[src/verilog/branch_stack_pkg.sv]
// Purpose: Shared constants for the branch, stack and reset instruction group
// Assumes: 16-bit instruction words, 21-bit byte program counter
// Notes: Opcode patterns and field positions used by the executor
package branch_stack_pkg;
  localparam int PC_W = 21;
  localparam int STK_DEPTH = 31;
  localparam int STK_PTR_W = 5;
  localparam logic [7:0] OP_BRANCH_NEG = 8'he6;
  localparam logic [7:0] OP_BRANCH_NOT_CARRY = 8'he3;
  localparam logic [7:0] OP_BRANCH_NOT_NEG = 8'he7;
  localparam logic [4:0] OP_REL_CALL = 5'h1b;
  localparam logic [15:0] OP_STACK_POP = 16'h0006;
  localparam logic [15:0] OP_STACK_PUSH = 16'h0005;
  localparam logic [15:0] OP_SOFT_RESET = 16'h00ff;
  localparam int BR_OFS_W = 8;
  localparam int CALL_OFS_W = 11;
  localparam logic [PC_W-1:0] PC_STEP = 21'h000002;
  localparam logic [PC_W-1:0] PC_RESET = 21'h000000;
  localparam logic [4:0] FLAGS_RESET = 5'h00;
  localparam int FLAG_C = 0;
  localparam int FLAG_N = 4;
  localparam logic [1:0] Q1 = 2'h0;
  localparam logic [1:0] Q2 = 2'h1;
  localparam logic [1:0] Q3 = 2'h2;
  localparam logic [1:0] Q4 = 2'h3;
endpackage : branch_stack_pkg

[src/verilog/return_stack.sv]
// Purpose: Hardware return stack with push and pop
// Assumes: Overflow and underflow are handled elsewhere
// Notes: Top entry is registered for a flop-driven output
`timescale 1ns/1ps
`default_nettype none
module return_stack
  import branch_stack_pkg::*;
(
  // Clock and reset
  input wire logic clk,
  input wire logic rst,
  // Control
  input wire logic push,
  input wire logic pop,
  input wire logic [PC_W-1:0] push_data,
  // Status
  output logic [PC_W-1:0] top_ff,
  output logic [STK_PTR_W-1:0] ptr_ff
);
  logic [PC_W-1:0] mem_ff [STK_DEPTH];
  logic [PC_W-1:0] nxt_top;
  logic [STK_PTR_W-1:0] nxt_ptr;
  logic [STK_PTR_W-1:0] below;

  assign below = ptr_ff - 5'h01;

  always_comb begin
    nxt_top = top_ff;
    nxt_ptr = ptr_ff;
    if (push) begin
      nxt_top = push_data;
      nxt_ptr = ptr_ff + 5'h01;
    end else if (pop) begin
      nxt_top = (ptr_ff > 5'h01) ? mem_ff[below - 5'h01] : PC_RESET;
      nxt_ptr = ptr_ff - 5'h01;
    end
  end

  always_ff @(posedge clk) begin
    if (rst) begin
      top_ff <= PC_RESET;
      ptr_ff <= '0;
    end else begin
      top_ff <= nxt_top;
      ptr_ff <= nxt_ptr;
    end
  end

  // Old top stays in memory below the new entry
  always_ff @(posedge clk) begin
    if (push) begin
      mem_ff[ptr_ff] <= push_data;
    end
  end
endmodule : return_stack
`default_nettype wire

[src/verilog/branch_stack_exec.sv]
// Purpose: Executes conditional branches, push, pop, relative call and soft reset
// Assumes: One instruction cycle is four quarter phases of CLK
// Notes: Instruction and flags are held stable by fetch for the whole cycle
`timescale 1ns/1ps
`default_nettype none
module branch_stack_exec
  import branch_stack_pkg::*;
(
  // Clock and reset
  input wire logic CLK,
  input wire logic SYS_RST,
  // Instruction in
  input wire logic [15:0] INSTR,
  input wire logic INSTR_VALID,
  input wire logic [4:0] FLAGS_IN,
  // Program counter and stack
  output logic [PC_W-1:0] PC,
  output logic [PC_W-1:0] TOP_OF_STACK,
  output logic [STK_PTR_W-1:0] STACK_DEPTH,
  // Status and reset
  output logic [4:0] FLAGS_OUT,
  output logic SOFT_RESET,
  output logic BUSY,
  output logic [1:0] QPHASE
);
  // ==========================================================
  // Phase and state
  // ==========================================================
  typedef enum logic [1:0] {IDLE, EXEC, FLUSH} state_e;
  state_e state_ff, nxt_state;
  logic [1:0] q_ff, nxt_q;
  logic [15:0] ir_ff, nxt_ir;
  logic [PC_W-1:0] pc_ff, nxt_pc;
  logic [PC_W-1:0] ofs_ff, nxt_ofs;
  logic [4:0] flags_ff, nxt_flags;
  logic rst_ff, nxt_rst;
  logic taken_ff, nxt_taken;
  logic stk_push, stk_pop;
  logic [PC_W-1:0] top_w;
  logic [STK_PTR_W-1:0] ptr_w;
  logic is_bn, is_bnc, is_bnn, is_call, is_pop, is_push, is_rst, cond;

  assign is_bn = ir_ff[15:8] == OP_BRANCH_NEG;
  assign is_bnc = ir_ff[15:8] == OP_BRANCH_NOT_CARRY;
  assign is_bnn = ir_ff[15:8] == OP_BRANCH_NOT_NEG;
  assign is_call = ir_ff[15:11] == OP_REL_CALL;
  assign is_pop = ir_ff == OP_STACK_POP;
  assign is_push = ir_ff == OP_STACK_PUSH;
  assign is_rst = ir_ff == OP_SOFT_RESET;
  assign cond = (is_bn && flags_ff[FLAG_N]) || (is_bnc && !flags_ff[FLAG_C])
    || (is_bnn && !flags_ff[FLAG_N]);

  // ==========================================================
  // Sequencing
  // ==========================================================
  always_comb begin
    nxt_state = state_ff;
    nxt_q = q_ff + 2'h1;
    nxt_ir = ir_ff;
    nxt_pc = pc_ff;
    nxt_ofs = ofs_ff;
    nxt_flags = flags_ff;
    nxt_rst = 1'b0;
    nxt_taken = taken_ff;
    stk_push = 1'b0;
    stk_pop = 1'b0;
    case (state_ff)
      IDLE: begin
        if (q_ff == Q4 && INSTR_VALID) begin
          nxt_ir = INSTR;
          nxt_flags = FLAGS_IN;
          nxt_state = EXEC;
        end
      end
      EXEC: begin
        case (q_ff)
          Q1: nxt_pc = pc_ff + PC_STEP;
          Q2: begin
            if (is_call) begin
              nxt_ofs = PC_W'($signed(ir_ff[CALL_OFS_W-1:0])) << 1;
              stk_push = 1'b1;
            end else begin
              nxt_ofs = PC_W'($signed(ir_ff[BR_OFS_W-1:0])) << 1;
            end
            if (is_push) stk_push = 1'b1;
            if (is_rst) nxt_rst = 1'b1;
          end
          Q3: begin
            nxt_taken = cond || is_call;
            if (is_pop) stk_pop = 1'b1;
          end
          Q4: begin
            if (taken_ff) begin
              nxt_pc = pc_ff + ofs_ff;
              nxt_state = FLUSH;
            end else begin
              nxt_state = IDLE;
            end
          end
          default: nxt_state = IDLE;
        endcase
      end
      FLUSH: begin
        if (q_ff == Q4) nxt_state = IDLE;
      end
      default: nxt_state = IDLE;
    endcase
  end

  always_ff @(posedge CLK) begin
    if (SYS_RST || rst_ff) begin
      state_ff <= IDLE;
      q_ff <= Q1;
      ir_ff <= '0;
      pc_ff <= PC_RESET;
      ofs_ff <= '0;
      flags_ff <= FLAGS_RESET;
      rst_ff <= 1'b0;
      taken_ff <= 1'b0;
    end else begin
      state_ff <= nxt_state;
      q_ff <= nxt_q;
      ir_ff <= nxt_ir;
      pc_ff <= nxt_pc;
      ofs_ff <= nxt_ofs;
      flags_ff <= nxt_flags;
      rst_ff <= nxt_rst;
      taken_ff <= nxt_taken;
    end
  end

  return_stack u_stack (
    .clk(CLK),
    .rst(SYS_RST || rst_ff),
    .push(stk_push),
    .pop(stk_pop),
    .push_data(pc_ff),
    .top_ff(top_w),
    .ptr_ff(ptr_w)
  );

  // ==========================================================
  // Outputs
  // ==========================================================
  always_ff @(posedge CLK) begin
    if (SYS_RST) begin
      PC <= PC_RESET;
      TOP_OF_STACK <= PC_RESET;
      STACK_DEPTH <= '0;
      FLAGS_OUT <= FLAGS_RESET;
      SOFT_RESET <= 1'b0;
      BUSY <= 1'b0;
      QPHASE <= Q1;
    end else begin
      PC <= pc_ff;
      TOP_OF_STACK <= top_w;
      STACK_DEPTH <= ptr_w;
      FLAGS_OUT <= flags_ff;
      SOFT_RESET <= rst_ff;
      BUSY <= state_ff != IDLE;
      QPHASE <= q_ff;
    end
  end

  // ==========================================================
  // Checks
  // ==========================================================
  taken_target_a: assert property (@(posedge CLK) disable iff (SYS_RST)
    (state_ff == EXEC && q_ff == Q4 && taken_ff && !rst_ff) |=> pc_ff == $past(pc_ff) + $past(ofs_ff))
    else $error("branch target wrong");
  bn_cond_a: assert property (@(posedge CLK) disable iff (SYS_RST)
    (state_ff == EXEC && q_ff == Q3 && is_bn) |=> taken_ff == $past(flags_ff[FLAG_N]))
    else $error("negative branch decision wrong");
  bnc_cond_a: assert property (@(posedge CLK) disable iff (SYS_RST)
    (state_ff == EXEC && q_ff == Q3 && is_bnc) |=> taken_ff == !$past(flags_ff[FLAG_C]))
    else $error("not carry decision wrong");
  bnn_cond_a: assert property (@(posedge CLK) disable iff (SYS_RST)
    (state_ff == EXEC && q_ff == Q3 && is_bnn) |=> taken_ff == !$past(flags_ff[FLAG_N]))
    else $error("not negative decision wrong");
  flush_len_a: assert property (@(posedge CLK) disable iff (SYS_RST || rst_ff)
    (state_ff == EXEC && q_ff == Q4 && taken_ff) |=> (state_ff == FLUSH) [*4] ##1 state_ff == IDLE)
    else $error("taken branch idle cycle wrong");
  push_top_a: assert property (@(posedge CLK) disable iff (SYS_RST || rst_ff)
    stk_push |=> top_w == $past(pc_ff) && ptr_w == $past(ptr_w) + 5'h01)
    else $error("push did not store return address");
  pop_depth_a: assert property (@(posedge CLK) disable iff (SYS_RST || rst_ff)
    stk_pop |=> ptr_w == $past(ptr_w) - 5'h01 && flags_ff == $past(flags_ff))
    else $error("pop wrong");
  soft_reset_a: assert property (@(posedge CLK) disable iff (SYS_RST)
    (state_ff == EXEC && q_ff == Q2 && is_rst) |=> rst_ff ##1 (pc_ff == PC_RESET && flags_ff == FLAGS_RESET))
    else $error("soft reset not applied");
  reset_phase_a: assert property (@(posedge CLK) disable iff (SYS_RST)
    rst_ff |-> $past(q_ff) == Q2 && $past(is_rst))
    else $error("soft reset launched outside second phase");
  call_return_a: assert property (@(posedge CLK) disable iff (SYS_RST || rst_ff)
    (state_ff == EXEC && q_ff == Q2 && is_call) |=> top_w == pc_ff)
    else $error("call return address not pushed before jump");
  flags_hold_a: assert property (@(posedge CLK) disable iff (SYS_RST || rst_ff)
    (state_ff != IDLE) |=> flags_ff == $past(flags_ff))
    else $error("status flags changed by instruction group");
  flush_idle_a: assert property (@(posedge CLK) disable iff (SYS_RST || rst_ff)
    (state_ff == FLUSH) |=> pc_ff == $past(pc_ff) && ptr_w == $past(ptr_w))
    else $error("idle cycle changed state");
  phase_wrap_a: assert property (@(posedge CLK) disable iff (SYS_RST || rst_ff)
    (q_ff == Q4) |=> q_ff == Q1)
    else $error("quarter phase did not wrap");
endmodule : branch_stack_exec
`default_nettype wire

[config.mk]
export PLATFORM = sky130hd
export DESIGN_NAME = branch_stack_exec
export DESIGN_NICKNAME = d
export VERILOG_FILES = /design/src/verilog/branch_stack_pkg.sv /design/src/verilog/return_stack.sv /design/src/verilog/branch_stack_exec.sv
export SDC_FILE = /design/constraint.sdc
export NUM_CORES = 1
export LEC_CHECK = 0
export ABC_AREA = 1
export BUFFER_PORTS_ARGS = -buffer_cell sky130_fd_sc_hd__buf_2
export CELL_PAD_IN_SITES_DETAIL_PLACEMENT = 1
export CELL_PAD_IN_SITES_GLOBAL_PLACEMENT = 2
export CORE_AREA = 2 2 286 260
export CTS_CLUSTER_SIZE = 25
export DETAILED_ROUTE_END_ITERATION = 6
export DIE_AREA = 0 0 288 262
export PLACE_DENSITY = 0.75
export SLEW_MARGIN = 10
export SYNTH_ARGS = -nofsm -noshare
export SYNTH_HDL_FRONTEND = slang
export SYNTH_SLANG_ARGS = --single-unit
[constraint.sdc]
create_clock -name CLK -period 4.1 [get_ports CLK]
set_clock_uncertainty 0.2 [all_clocks]
set_input_delay 0.41 -clock CLK [delete_from_list [all_inputs] [get_ports CLK]]
set_output_delay 0.41 -clock CLK [all_outputs]
set_load 0.02 [all_outputs]
# --- After elaboration in Yosys (flattened, before gate mapping) ---
# Memory sizes are Yosys's and may differ from the RTL's.
# Cells that the tools add are included.
word_totals:
  regBits: 151
  romBits: 0
  ram_bits: 651
  output_inout_bits: 56
  n_memories: 1
  input_bits: 24
  latch_bits: 0
  wordCells: 87
memory_table:
  columns: ["memory", "depth", "width", "rd", "rd_clocked_by_memory_dff", "wr", "line_no", "source"]
  rows:
  - ["u_stack.mem_ff", 31, 21, 1, 0, 1, "return_stack.sv:20", "logic [PC_W-1:0] mem_ff [STK_DEPTH];"]
op_classes:
  n_lt_le_gt_ge: 1
  eq_ne: 16
  reduce_logical: 21
  muxes: 23
  bitwise_logic: 2
  shift: 0
  mul: 0
  addsub: 6
  div_mod_pow: 0
ops:
  columns: ["op", "count"]
  rows:
  - ["two-way mux 21 bit", 5]
  - ["one-hot mux 21 bit (2 select lines)", 1]
  - ["equality test 16 x 3 -> 1 bit, second input constant", 2]
  - ["equality test 8 bit, second input constant", 3]
  - ["adder 21 x 2 -> 21 bit, second input constant", 1]
  - ["adder 21 bit", 1]
  - ["equality test 16 x 8 -> 1 bit, second input constant", 1]
  - ["two-way mux 1 bit", 10]
  - ["two-way mux 5 bit", 2]
  - ["subtractor 5 x 1 -> 5 bit, second input constant", 2]
  - ["two-way mux 2 bit", 4]
  - ["!= test 2 bit, second input constant", 4]
  - ["equality test 2 bit, second input constant", 3]
  - ["one-hot mux 2 bit (3 select lines)", 1]
  - ["AND reduction 2 bit", 3]
  - ["AND reduction 3 bit", 2]
  - ["nonzero test 2 bit", 3]
  - ["adder 5 x 1 -> 5 bit, second input constant", 1]
  - ["equality test 5 bit, second input constant", 1]
  - ["greater-than comparator 5 x 1 -> 1 bit, second input constant", 1]
  - ["equality test 2 x 1 -> 1 bit, second input constant", 2]
  - ["logical AND 1 bit", 4]
  - ["zero test 2 bit", 2]
  - ["logical OR 1 bit", 4]
  - ["other kinds (4)", 6]

# --- Depth between registers and ports, before layout ---
# Gate-level depths: netlist (run 1).
logic_depth:
  word_depth: 7
  mapped_depth: 18
  mapped_depth_nobuf: 16

# --- Cells and area by module ---
# From an unflattened synthesis (run 1), not the netlist that was laid out.
unflattened:
  cells_unflattened: 3682
  area_unflattened_um2: 34637.0
modules_own_cells:
  columns: ["mod", "seq_area_each_um2", "area_each_um2", "cells_per_inst", "instances"]
  rows:
  - ["return_stack", 20069.2, 29658.4, 2996, 1]
  - ["branch_stack_exec", 2262.2, 4978.5, 686, 1]

# --- Least setup slack after synthesis (run 1) ---
# Ideal clock, no wire load.
synth_path:
  kind: "register to register"
  startpoint: "register ir_ff[11]"
  endpoint: "memory u_stack.mem_ff[11][10], enable pin"
  slack_ps: 1173
  setup_time_ps: 397
  required_ps: 3503
  path_buffers: 2
  arrival_time_ps: 2330
  synth_period_minus_slack_ps: 2927
  stages_incl_launch_ff: 11
  cell_sequence: "dfxtp_1 > or2_4 > nor3_4 > nand3_1 > nand2_1 > nand2_2 > inv_2 > buf_6 > buf_6 > nand2_1 > nor2_1"
synth_via:
  elab_chain_len: 7
  elab_cells_between_ends: 8
  cone_classes: "eq/ne: 2; mux: 6"
synth_lines:
  columns: ["item", "line_no", "source"]
  rows:
  - ["start: declaration", "branch_stack_exec.sv:32", "logic [15:0] ir_ff, nxt_ir;"]
  - ["start signal: assignment", "branch_stack_exec.sv:123", "ir_ff <= nxt_ir;"]
  - ["equality test 5 bit", "branch_stack_exec.sv:46", "assign is_call = ir_ff[15:11] == OP_REL_CALL;"]
  - ["two-way mux 1 bit", "branch_stack_exec.sv:79", "if (is_call) begin"]
  - ["two-way mux 1 bit (*)", "branch_stack_exec.sv:85", "if (is_push) stk_push = 1'b1;"]
  - ["two-way mux 1 bit (*)", "branch_stack_exec.sv:76", "case (q_ff)"]
  - ["two-way mux 1 bit (*)", "branch_stack_exec.sv:67", "case (state_ff)"]
  - ["two-way mux 1 bit (*)", "return_stack.sv:51", "if (push) begin"]
  - ["two-way mux 1 bit (implied by the code) (*)", "return_stack.sv:52", "mem_ff[ptr_ff] <= push_data;"]
  - ["end: declaration", "return_stack.sv:20", null]
# Mark *: on every way between the ends. The rest lies on a longest branch, timed or not.

# --- Worst setup path after layout (run 1) ---
layout_path:
  startpoint: "register u_stack.ptr_ff[1]"
  endpoint: "register u_stack.top_ff[7]"
layout_via:
  elab_chain_len: 6
  elab_cells_between_ends: 7
  cone_classes: "add/sub: 2; order compare: 1; mux: 3; memory: 1"
layout_lines:
  columns: ["item", "line_no", "source"]
  rows:
  - ["start: declaration", "return_stack.sv:18", "output logic [STK_PTR_W-1:0] ptr_ff"]
  - ["start signal: assignment", "return_stack.sv:45", "ptr_ff <= nxt_ptr;"]
  - ["subtractor 5 x 1 -> 5 bit", "return_stack.sv:25", "assign below = ptr_ff - 5'h01;"]
  - ["subtractor 5 x 1 -> 5 bit", "return_stack.sv:34", "nxt_top = (ptr_ff > 5'h01) ? mem_ff[below - 5'h01] : PC_RESET;"]
  - ["memory read (31 x 21 bit)", null, null]
  - ["two-way mux 21 bit (*)", "return_stack.sv:34", null]
  - ["two-way mux 21 bit (*)", "return_stack.sv:33", "end else if (pop) begin"]
  - ["two-way mux 21 bit (*)", "return_stack.sv:30", "if (push) begin"]
  - ["end signal: assignment", "return_stack.sv:44", "top_ff <= nxt_top;"]
  - ["end: declaration", "return_stack.sv:17", "output logic [PC_W-1:0] top_ff,"]
# Mark *: on every way between the ends. The rest lies on a longest branch, timed or not. The select of a mux whose other input is x is not followed.
# A chain may end at the register's enable or synchronous reset.

==> flow_summary.yaml, run 1 <==
run_status:
  status: "complete, no violations"
routing:
  drt.antenna.violating_nets: 0
  dr.pass1.iters: 6
  wirelength_um: 96800
  vias: 21000
  drt_iter0_markers: 1843
  drc: 0
  post_drt_wl_per_cell_um: 25.2
  viasPerCell: 5.47
clocking:
  clkLatencyLatePin_ps: 640
  cts_root_buffer: "clkbuf_16"
  cts.sinks: 757
  numCtsBuffers: 80
  h-tree-depth: 3
  cts_max_path_buffers: 3
  cts_tree: "done"
  clkTransAtPathRegs_ps: 60
global_route:
  grtUsageMet3_pct: 5.03
  top_usage_layer: "met2"
  grt_max_degree: 93
  grtUsageMet1_pct: 34.1
  grt.total_usage_pct: 25.7
  grt_use_met2_pct: 42.9
  grt_pass1_vias: 21900
  grt_pass1_wl_um: 142000
  grt-ovfl-total: 0
  antenna_found_initial: 2
floorplanning:
  die_w_um: 288
  core_sq_mm: 0.0724
  fp.dieArea_sq_mm: 0.0755
  num_rows: 94
  initial_core_util_pct: 41.7
  io_pins: 80
  fp.dieH_um: 262
setup_path:
  required_ps: 4480
  r2r_slack_ps: 540
  r2r_end: "u_stack.top_ff[7]$_SDFFE_PP0P_"
  worstPathMaxFanout: 39
  worstRegToRegCells: 11
  path_class: "reg2reg"
  crit_arrival_ps: 3940
  r2r-start: "u_stack.ptr_ff[1]$_SDFFE_PP0P_"
  endpoint_kind: "flip-flop"
  cp-start-kind: "flip-flop"
pwr:
  switchingPower_w: 0.00322
  p_leak_nw: 13.2
  swShare_pct: 20.4
  clkPwrFrac_pct: 46.1
  pwr-share-comb_pct: 1.4
  p_int_w: 0.0126
  seq_power_share_pct: 52.5
  ir_drop_uv: 321
  powerDensity_mw_per_mm2: 452
sta:
  worst_pin_slew_ps: 1230
  drv_slew: 0
  fin_crit_sh_pct: 86.8
  relSlewSlack_pct: 17.7
  fin_crit_ps: 3560
  final-setup-viol-count: 0
  fmax_mhz: 281
  hold_viol: 0
  fin_tns_setup_ps: 0
  rsz0062_at_grt: "false"
  hold_ws_ps: 199
finish:
  post-route-util_pct: 48.2
  drive_above_1_share_pct: 11.4
  syn2layout_area_growth_pct: 15.6
  stdcell_count: 3843
  nets: 2862
min_path:
  whs_path_depth: 5
  hold_end: "ir_ff[10]$_SDFFE_PP0P_"
  min-delay-start: "SYS_RST"
  min_path_type: "in2reg"
placed_design:
  io_buffers: 77
  routabilityCongestion: 0.837
  dp_hpwl_um: 57600
  dp_cells: 3674
yosys:
  ys_ff_latch: 757
  seq_area_frac_synth_pct: 70.8
  ys_types: 42
  async_reset_ff_share_pct: 0
  avgSynthCellArea_sq_um: 11.3
  ys_warn_count: 0
  synth-edff-count: 620
  synth_ff_type: "edfxtp_1"
  syn_inst: 2680
  synth_area_sq_mm: 0.0302
job:
  max_cap_viol_count: 0
## through the flow
| stage | setup slack (ps) | instance area, sq um | total power [W] |
|---|---|---|---|
| 2_1_floorplan | 1170 | 30200 | 0.00855 |
| 3_3_place_gp | 617 | 32100 | 0.00864 |
| 3_5_place_dp | 590 | 32100 | 0.00865 |
| 4_1_cts | 576 | 34900 | 0.0159 |
| 5_1_grt | 304 | 34900 | 0.0162 |
| 6_report | 539 | 34900 | 0.0158 |
## flip-flops by register name, indices dropped and copies added (netlist names)
signal	cells
BUSY	1
q_ff	2
ofs_ff	11
SOFT_RESET	1
taken_ff	1
u_stack.top_ff	20
u_stack.mem_ff	620
TOP_OF_STACK	20
u_stack.ptr_ff	5
FLAGS_OUT	5
rst_ff	1
QPHASE	2
PC	20
ir_ff	16
pc_ff	20
STACK_DEPTH	5
flags_ff	5
state_ff	2
## critical path, stage by stage (launching register included)
cell     delay (ps)
dfxtp_1         420
inv_1           150
ha_1            480
inv_2           150
nand2_4         450
buf_4           500
o21ai_0         150
o21ai_1         200
nand3_1         280
nand3_1         200
nand3_1         130
a21oi_1         140
## metal layers
metal  up-vias  wire length [um]  part of all wire [%]
met5         -                 0                     0
met1     10600             41000                    42
met2       680             46000                    48
met3       160              6890                   7.1
met4         0              2820                   2.9
li1       9550                 -                     -
## layout by cell type (no fill, tap or decap), types with 5 or more instances in the layout
master / count
edfxtp_1: 620
nand2_1: 473
inv_1: 298
o21ai_0: 276
nand3_1: 189
nor2_1: 184
dfxtp_1: 137
o22ai_1: 133
clkbuf_16: 83
buf_4: 79
buf_2: 77
a21oi_1: 74
o21ai_1: 36
nor2_2: 32
clkbuf_1: 22
dlygate4sd3_1: 21
ha_1: 20
clkinv_1: 15
clkinv_2: 12
nand4_1: 9
xor2_1: 8
buf_12: 8
nand2_2: 7
bufinv_16: 7
xnor2_1: 5
## how the worst max path moves through the flow
stage | startpoint | endpoint | depth (start not counted)
6_report | u_stack.ptr_ff[1]$_SDFFE_PP0P_ | u_stack.top_ff[7]$_SDFFE_PP0P_ | 11
5_1_grt | u_stack.ptr_ff[1]$_SDFFE_PP0P_ | u_stack.top_ff[7]$_SDFFE_PP0P_ | 11
4_1_cts | u_stack.ptr_ff[1]$_SDFFE_PP0P_ | u_stack.top_ff[7]$_SDFFE_PP0P_ | 11
3_5_place_dp | u_stack.ptr_ff[2]$_SDFFE_PP0P_ | u_stack.top_ff[7]$_SDFFE_PP0P_ | 9
3_3_place_gp | u_stack.ptr_ff[2]$_SDFFE_PP0P_ | u_stack.top_ff[7]$_SDFFE_PP0P_ | 9
2_1_floorplan | ir_ff[11]$_SDFFE_PP0P_ | u_stack.mem_ff[11][10]$_DFFE_PP_ | 10
## power by group through the flow
stage	combinational, W	sequential (W)	clock, W
2_1_floorplan	0.0000821	0.00847	0
3_3_place_gp	0.000199	0.00844	0
3_5_place_dp	0.000206	0.00844	0
4_1_cts	0.000222	0.00828	0.00741
5_1_grt	0.000243	0.00828	0.00769
6_report	0.000222	0.00828	0.00728
## repair_timing
item,in CTS,in global routing
hold buffers,21,0
buffers inserted,0,0
resized for setup,0,0
hold endpoints to repair,21,0
## synth_stat cells (all sizes together) (9+ instances only)
master / number / area share [%]
ha: 20 / 0.83
o21ai: 312 / 5.2
edfxtp: 620 / 62
o22ai: 133 / 2.8
a21oi: 74 / 1.2
buf: 72 / 1.2
dfxtp: 137 / 9.1
nand2: 483 / 6.1
nor2: 219 / 2.7
xor2: 10 / 0.34
nand4: 9 / 0.19
inv: 301 / 3.7
nand3: 189 / 3.1
clkbuf: 59 / 0.73
## logic make-up (layout without fill, tap and decap cells)
group,count (synthesis),after routing,share of synthesized area [%]
AOI/OAI and AO/OA,541,541,9.71
xor gates and xnor gates,15,15,0.485
adders and majority gates,21,21,0.895
buffers and inverters,434,635,5.75
DFF,757,757,70.8
other,1,3,0.0124
and+or+nand+nor,911,911,12.4
## layout make-up
class	instances	area, sq um
Clock buffer	108	2200
Clock inverter	39	412
Antenna cell	1	2.50
Timing Repair Buffer	185	1350
Sequential cell	757	21400
Inverter	303	1140
Multi-Input combinational cell	1490	7230
Fill cell	7731	37600
Tap cell	960	1200
No activity file was read; power rests on OpenSTA's default activity.
==> run 2, diff against run 1 <==
- CELL_PAD_IN_SITES_GLOBAL_PLACEMENT: 2 -> 1
- CORE_AREA: 2 2 286 260 -> 2 2 277 251
- DIE_AREA: 0 0 288 262 -> 0 0 279 253
- PLACE_DENSITY: 0.75 -> 0.71
- clock period: 4.1 -> 3.1 ns (I/O delays scaled with it)
==> flow_summary.yaml, run 2 (synthesis results as in run 1) <==
setup_path:
  crit_path_end: "u_stack.top_ff[2]$_SDFFE_PP0P_"
  crit_slowest_cell: "ha_1"
  critPathLaunch: "u_stack.ptr_ff[1]$_SDFFE_PP0P_"
  critical_path_buf_inv_count: 3
  worstRegToRegCells: 12
  crit_chain: "inv_1 -> ha_1 -> inv_2 -> nand2_4 -> buf_12 -> nand2_2 -> nor2_1 -> o21ai_0 -> nand3_1 -> nand3_1 -> nand3_1 -> a21oi_1"
  required_ps: 3390
  crit_arrival_ps: 3290
  cp_num_cells: 12
  path_class: "reg2reg"
  cp-start-kind: "flip-flop"
  crit_family: "simple AND/OR/NAND/NOR gates"
  cpPeakStageDelay_ps: 450
  r2r-start: "u_stack.ptr_ff[1]$_SDFFE_PP0P_"
  endpoint_kind: "flip-flop"
  crit_top_cell: "nand3_1"
  worstPathMaxFanout: 39
  r2r_end: "u_stack.top_ff[2]$_SDFFE_PP0P_"
  r2r_slack_ps: 100
sta:
  rsz0062_at_grt: "false"
  fin_crit_sh_pct: 96.7
  fin_crit_ps: 3000
  hold_ws_ps: 93.8
  hold_viol: 0
  setup_ws_ps: 103
  drv_slew: 0
  relSlewSlack_pct: 27.0
  fin_tns_setup_ps: 0
  final-setup-viol-count: 0
  fmax_mhz: 334
  worst_pin_slew_ps: 1090
placed_design:
  dp_hpwl_um: 58200
  place_area_sq_mm: 0.0323
  routabilityCongestion: 0.888
  io_buffers: 77
  post-place-ws_ps: 136
finish:
  drive_above_1_share_pct: 12.3
  syn2layout_area_growth_pct: 16.2
  largest_reg_flops: 620
  final_area_sq_mm: 0.0351
  mostFrequentLayoutCells: "edfxtp_1 (620), nand2_1 (473), inv_1 (298)"
  nets: 2885
  largest_register: "u_stack.mem_ff"
  final_common_cell: "edfxtp_1"
min_path:
  min_path_type: "in2reg"
global_route:
  grt_use_met2_pct: 45.0
  grtUsageMet3_pct: 4.53
  grt_pass1_vias: 22500
  grt_pass1_wl_um: 142000
  grt-ovfl-total: 0
  grtUsageMet1_pct: 35.6
  top_usage_layer: "met2"
  grt.total_usage_pct: 26.9
  grt_max_degree: 75
  antenna_found_initial: 3
clocking:
  cts_max_path_buffers: 3
  numCtsBuffers: 78
  cts_setup_buffers: 0
  cts_tree: "done"
  h-tree-depth: 3
  cts_resized: 0
  clkLatencyLatePin_ps: 630
  clkTransAtPathRegs_ps: 60
  cts.sinks: 757
  cts_root_buffer: "clkbuf_16"
job:
  max_cap_viol_count: 0
pwr:
  power.total_w: 0.0206
  powerDensity_mw_per_mm2: 586
  ir_drop_uv: 342
  p_leak_nw: 13.4
routing:
  wirelength_um: 94800
  drc: 0
  vias: 21300
  drt.antenna.violating_nets: 0
  viasPerCell: 5.63
  dr.pass1.iters: 5
  drt_iter0_markers: 1980
  post_drt_wl_per_cell_um: 25.0
floorplanning:
  die_w_um: 279
  fp.dieH_um: 253
  fp.dieArea_sq_mm: 0.0706
  num_rows: 91
  initial_core_util_pct: 44.4
  core_sq_mm: 0.0680
  io_pins: 80
run_status:
  status: "complete, no violations"
-- run 2: cell types whose count changed in the layout (fill, tap and decap cells not counted) --
cell	previous run	this run
buf_12	8	23
buf_4	79	89
clkinv_1	15	8
clkbuf_16	83	79
clkbuf_8	3	7
bufinv_16	7	5
clkinv_2	12	14
clkinv_8	0	2
inv_6	1	3
clkbuf_1	22	21
clkinv_4	1	2
inv_16	3	2
-- run 2: worst min-delay path by stage --
| stage | startpoint | end | slack, ps | cells after the start |
|---|---|---|---|---|
| final | SYS_RST | pc_ff[3]$_SDFFE_PP0P_ | 90 | 5 |
| after global routing | SYS_RST | ofs_ff[19]$_SDFFE_PP0P_ | 110 | 5 |
| after CTS | SYS_RST | pc_ff[3]$_SDFFE_PP0P_ | 50 | 5 |
| after detailed placement | u_stack.top_ff[18]$_SDFFE_PP0P_ | TOP_OF_STACK[18]$_SDFF_PP0_ | 230 | 2 |
| after global placement | rst_ff$_SDFF_PP0_ | SOFT_RESET$_SDFF_PP0_ | 220 | 2 |
| after floorplan | rst_ff$_SDFF_PP0_ | SOFT_RESET$_SDFF_PP0_ | 200 | 2 |
-- run 2: layout make-up --
class	instances	area (sq um)
Antenna cell	1	2.50
Clock buffer	107	2150
Clock inverter	36	374
Fill cell	7146	32900
Inverter	303	1140
Multi-Input combinational cell	1490	7230
Sequential cell	757	21400
Tap cell	883	1100
Timing Repair Buffer	210	1720
-- run 2: metal layers --
layer / routed length [um] / vias to the layer above
met3: 6380 / 178
met1: 39600 / 10800
met5: 0 / -
met4: 3130 / 0
met2: 45700 / 773
li1: - / 9590
-- run 2: worst register-to-register path, stage by stage (launching register included) --
cell and delay [ps]:
dfxtp_1 330, inv_1 70, ha_1 450, inv_2 150, nand2_4 140, buf_12 230
nand2_2 350, nor2_1 190, o21ai_0 110, nand3_1 200, nand3_1 210, nand3_1 160
a21oi_1 70
-- run 2: where the power goes --
| part | switching [W] | internal [W] | total, W |
|---|---|---|---|
| logic | 0.000217 | 0.0000838 | 0.000301 |
| registers | 0.0000212 | 0.0109 | 0.0109 |
| clock network | 0.00399 | 0.00533 | 0.00932 |
-- run 2: repair_timing --
action | CTS | global route
hold buffers | 21 | 0
endpoints found under the hold margin | 21 | 0
endpoints found under the setup margin | 0 | 0
-- run 2: through the flow --
| step | utilization, % | cells |
|---|---|---|
| 2_1_floorplan | - | 2681 |
| 3_3_place_gp | 47.6 | 3622 |
| 3_5_place_dp | 47.6 | 3622 |
| 4_1_cts | 51.6 | 3786 |
| 5_1_grt | 51.6 | 3786 |
| 6_report | 51.6 | 3787 |
==> run 3, diff against run 2 <==
- MAX_ROUTING_LAYER: not set -> met4
==> flow_summary.yaml, run 3 (synthesis results as in run 1) <==
routing:
  drc: 0
  wirelength_um: 95600
  drt_iter0_markers: 1957
  vias: 21500
  drt.antenna.violating_nets: 0
  post_drt_wl_per_cell_um: 25.2
  dr.pass1.iters: 5
  viasPerCell: 5.68
sta:
  fin_crit_sh_pct: 95.2
  fmax_mhz: 339
  drv_slew: 0
  relSlewSlack_pct: 30.4
  fin_tns_setup_ps: 0
  final-setup-viol-count: 0
  hold_viol: 0
  rsz0062_at_grt: "false"
  worst_pin_slew_ps: 1040
  fin_crit_ps: 2950
clocking:
  cts_tree: "done"
  clkTransAtPathRegs_ps: 60
  clkLatencyLatePin_ps: 650
  numCtsBuffers: 79
  cts.sinks: 757
  h-tree-depth: 3
  cts_root_buffer: "clkbuf_16"
  cts_max_path_buffers: 3
setup_path:
  crit_slowest_cell: "dfxtp_1"
  crit_arrival_ps: 3330
  r2r_slack_ps: 150
  worstRegToRegCells: 15
  cp-start-kind: "flip-flop"
  endpoint_kind: "flip-flop"
  path_class: "reg2reg"
  worstPathMaxFanout: 40
  r2r-start: "u_stack.ptr_ff[0]$_SDFFE_PP0P_"
  r2r_end: "u_stack.top_ff[11]$_SDFFE_PP0P_"
  required_ps: 3480
  crit_chain: "inv_2 -> buf_4 -> ha_1 -> inv_1 -> nand2_1 -> nand2_2 -> nor2_1 -> inv_1 -> nand2_1 -> nand2_1 -> buf_12 -> nand3_1 -> nand3_1 -> nand3_1 -> a21oi_1"
  cpPeakStageDelay_ps: 350
global_route:
  grt-ovfl-total: 0
  grt.total_usage_pct: 27.8
  grt_pass1_wl_um: 141000
  antenna_found_initial: 3
  grt_pass1_vias: 22500
  grt_max_degree: 76
finish:
  drive_above_1_share_pct: 12.0
  largest_reg_flops: 620
  final_common_cell: "edfxtp_1"
  final_area_sq_mm: 0.0351
  nets: 2888
  mostFrequentLayoutCells: "edfxtp_1 (620), nand2_1 (473), inv_1 (298)"
  largest_register: "u_stack.mem_ff"
  syn2layout_area_growth_pct: 16.4
  nFillCells: 7116
floorplanning:
  core_sq_mm: 0.0680
  num_rows: 91
  die_w_um: 279
  io_pins: 80
  initial_core_util_pct: 44.4
  fp.dieArea_sq_mm: 0.0706
  fp.dieH_um: 253
min_path:
  min_path_type: "in2reg"
  min-delay-start: "SYS_RST"
  whs_path_depth: 5
  hold_end: "ir_ff[4]$_SDFFE_PP0P_"
placed_design:
  routabilityCongestion: 0.881
  place_area_sq_mm: 0.0323
  io_buffers: 77
  dp_hpwl_um: 58100
pwr:
  ir_drop_uv: 391
  p_leak_nw: 13.4
  powerDensity_mw_per_mm2: 593
job:
  max_cap_viol_count: 0
run_status:
  status: "complete, no violations"
run 3: cell count changes in the layout (fill, tap and decap cells not counted), moves of 2 or more:
cell / previous run / this run
clkbuf_8: 7 / 5
bufinv_16: 5 / 7
clkinv_2: 14 / 8
buf_6: 0 / 2
dlygate4sd3_1: 21 / 25
clkinv_16: 0 / 2
buf_12: 23 / 18
o21ai_0: 276 / 274
o21ai_1: 36 / 38
clkinv_1: 8 / 15
run 3: critical path, delay by kind of cell (launching register included):
kind	cells	cell delay, ps
flip-flops	1	350
adder cells (fa/ha/maj)	1	240
buffers and inverters	5	660
AND/OR/NAND/NOR	8	1230
AO/OA/AOI/OAI	1	170
run 3: layout make-up:
class | instances | area [sq um] | area share (%)
clock buffer | 106 | 2130 | 6.06
antenna | 2 | 5.00 | 0.0142
tap | 883 | 1100 | 3.14
multi-input combinational | 1490 | 7230 | 20.6
inverter | 303 | 1140 | 3.24
timing repair buffer | 212 | 1690 | 4.82
sequential | 757 | 21400 | 60.8
clock inverter | 39 | 469 | 1.34
run 3: repair_timing:
item,in CTS,in global routing
hold buffers,25,0
buffers inserted,0,0
endpoints found under the setup margin,0,4
endpoints found under the hold margin,22,0
gates resized for setup,0,6
run 3: routing by layer:
metal	GRT usage (%)	share of wire, %	up-vias
met3	5.83	7.0	188
li1	-	-	9605
met1	34.6	41	11000
met5	-	0	-
met2	44.9	48	712
met4	10.8	3.5	0
run 3: worst max path at each step:
stage                                         startpoint                          endpoint  cells past startpoint
final                     u_stack.ptr_ff[0]$_SDFFE_PP0P_   u_stack.top_ff[11]$_SDFFE_PP0P_                     15
after global routing      u_stack.ptr_ff[0]$_SDFFE_PP0P_   u_stack.top_ff[11]$_SDFFE_PP0P_                     15
after CTS                 u_stack.ptr_ff[1]$_SDFFE_PP0P_    u_stack.top_ff[5]$_SDFFE_PP0P_                     11
after detailed placement  u_stack.ptr_ff[1]$_SDFFE_PP0P_    u_stack.top_ff[5]$_SDFFE_PP0P_                     11
after global placement                q_ff[0]$_SDFF_PP0_            pc_ff[18]$_SDFFE_PP0P_                     16
after floorplan                   ir_ff[11]$_SDFFE_PP0P_  u_stack.mem_ff[11][10]$_DFFE_PP_                     10
run 3: where the power goes:
group	switching [W]	internal [W]	total (W)
Combinational	0.000219	0.0000862	0.000306
Clock	0.00411	0.00547	0.00958
Sequential	0.0000180	0.0109	0.0109
run 3: stage by stage:
step	util [%]	setup slack, ps	total power (W)	hold WS (ps)	instances
6_report	51.7	149	0.0208	55.9	3792
5_1_grt	51.7	10.7	0.0213	73.1	3791
4_1_cts	51.7	110	0.0209	26.8	3790
3_5_place_dp	47.5	172	0.0114	242	3620
3_3_place_gp	47.5	233	0.0114	222	3620
2_1_floorplan	-	173	0.0113	203	2681
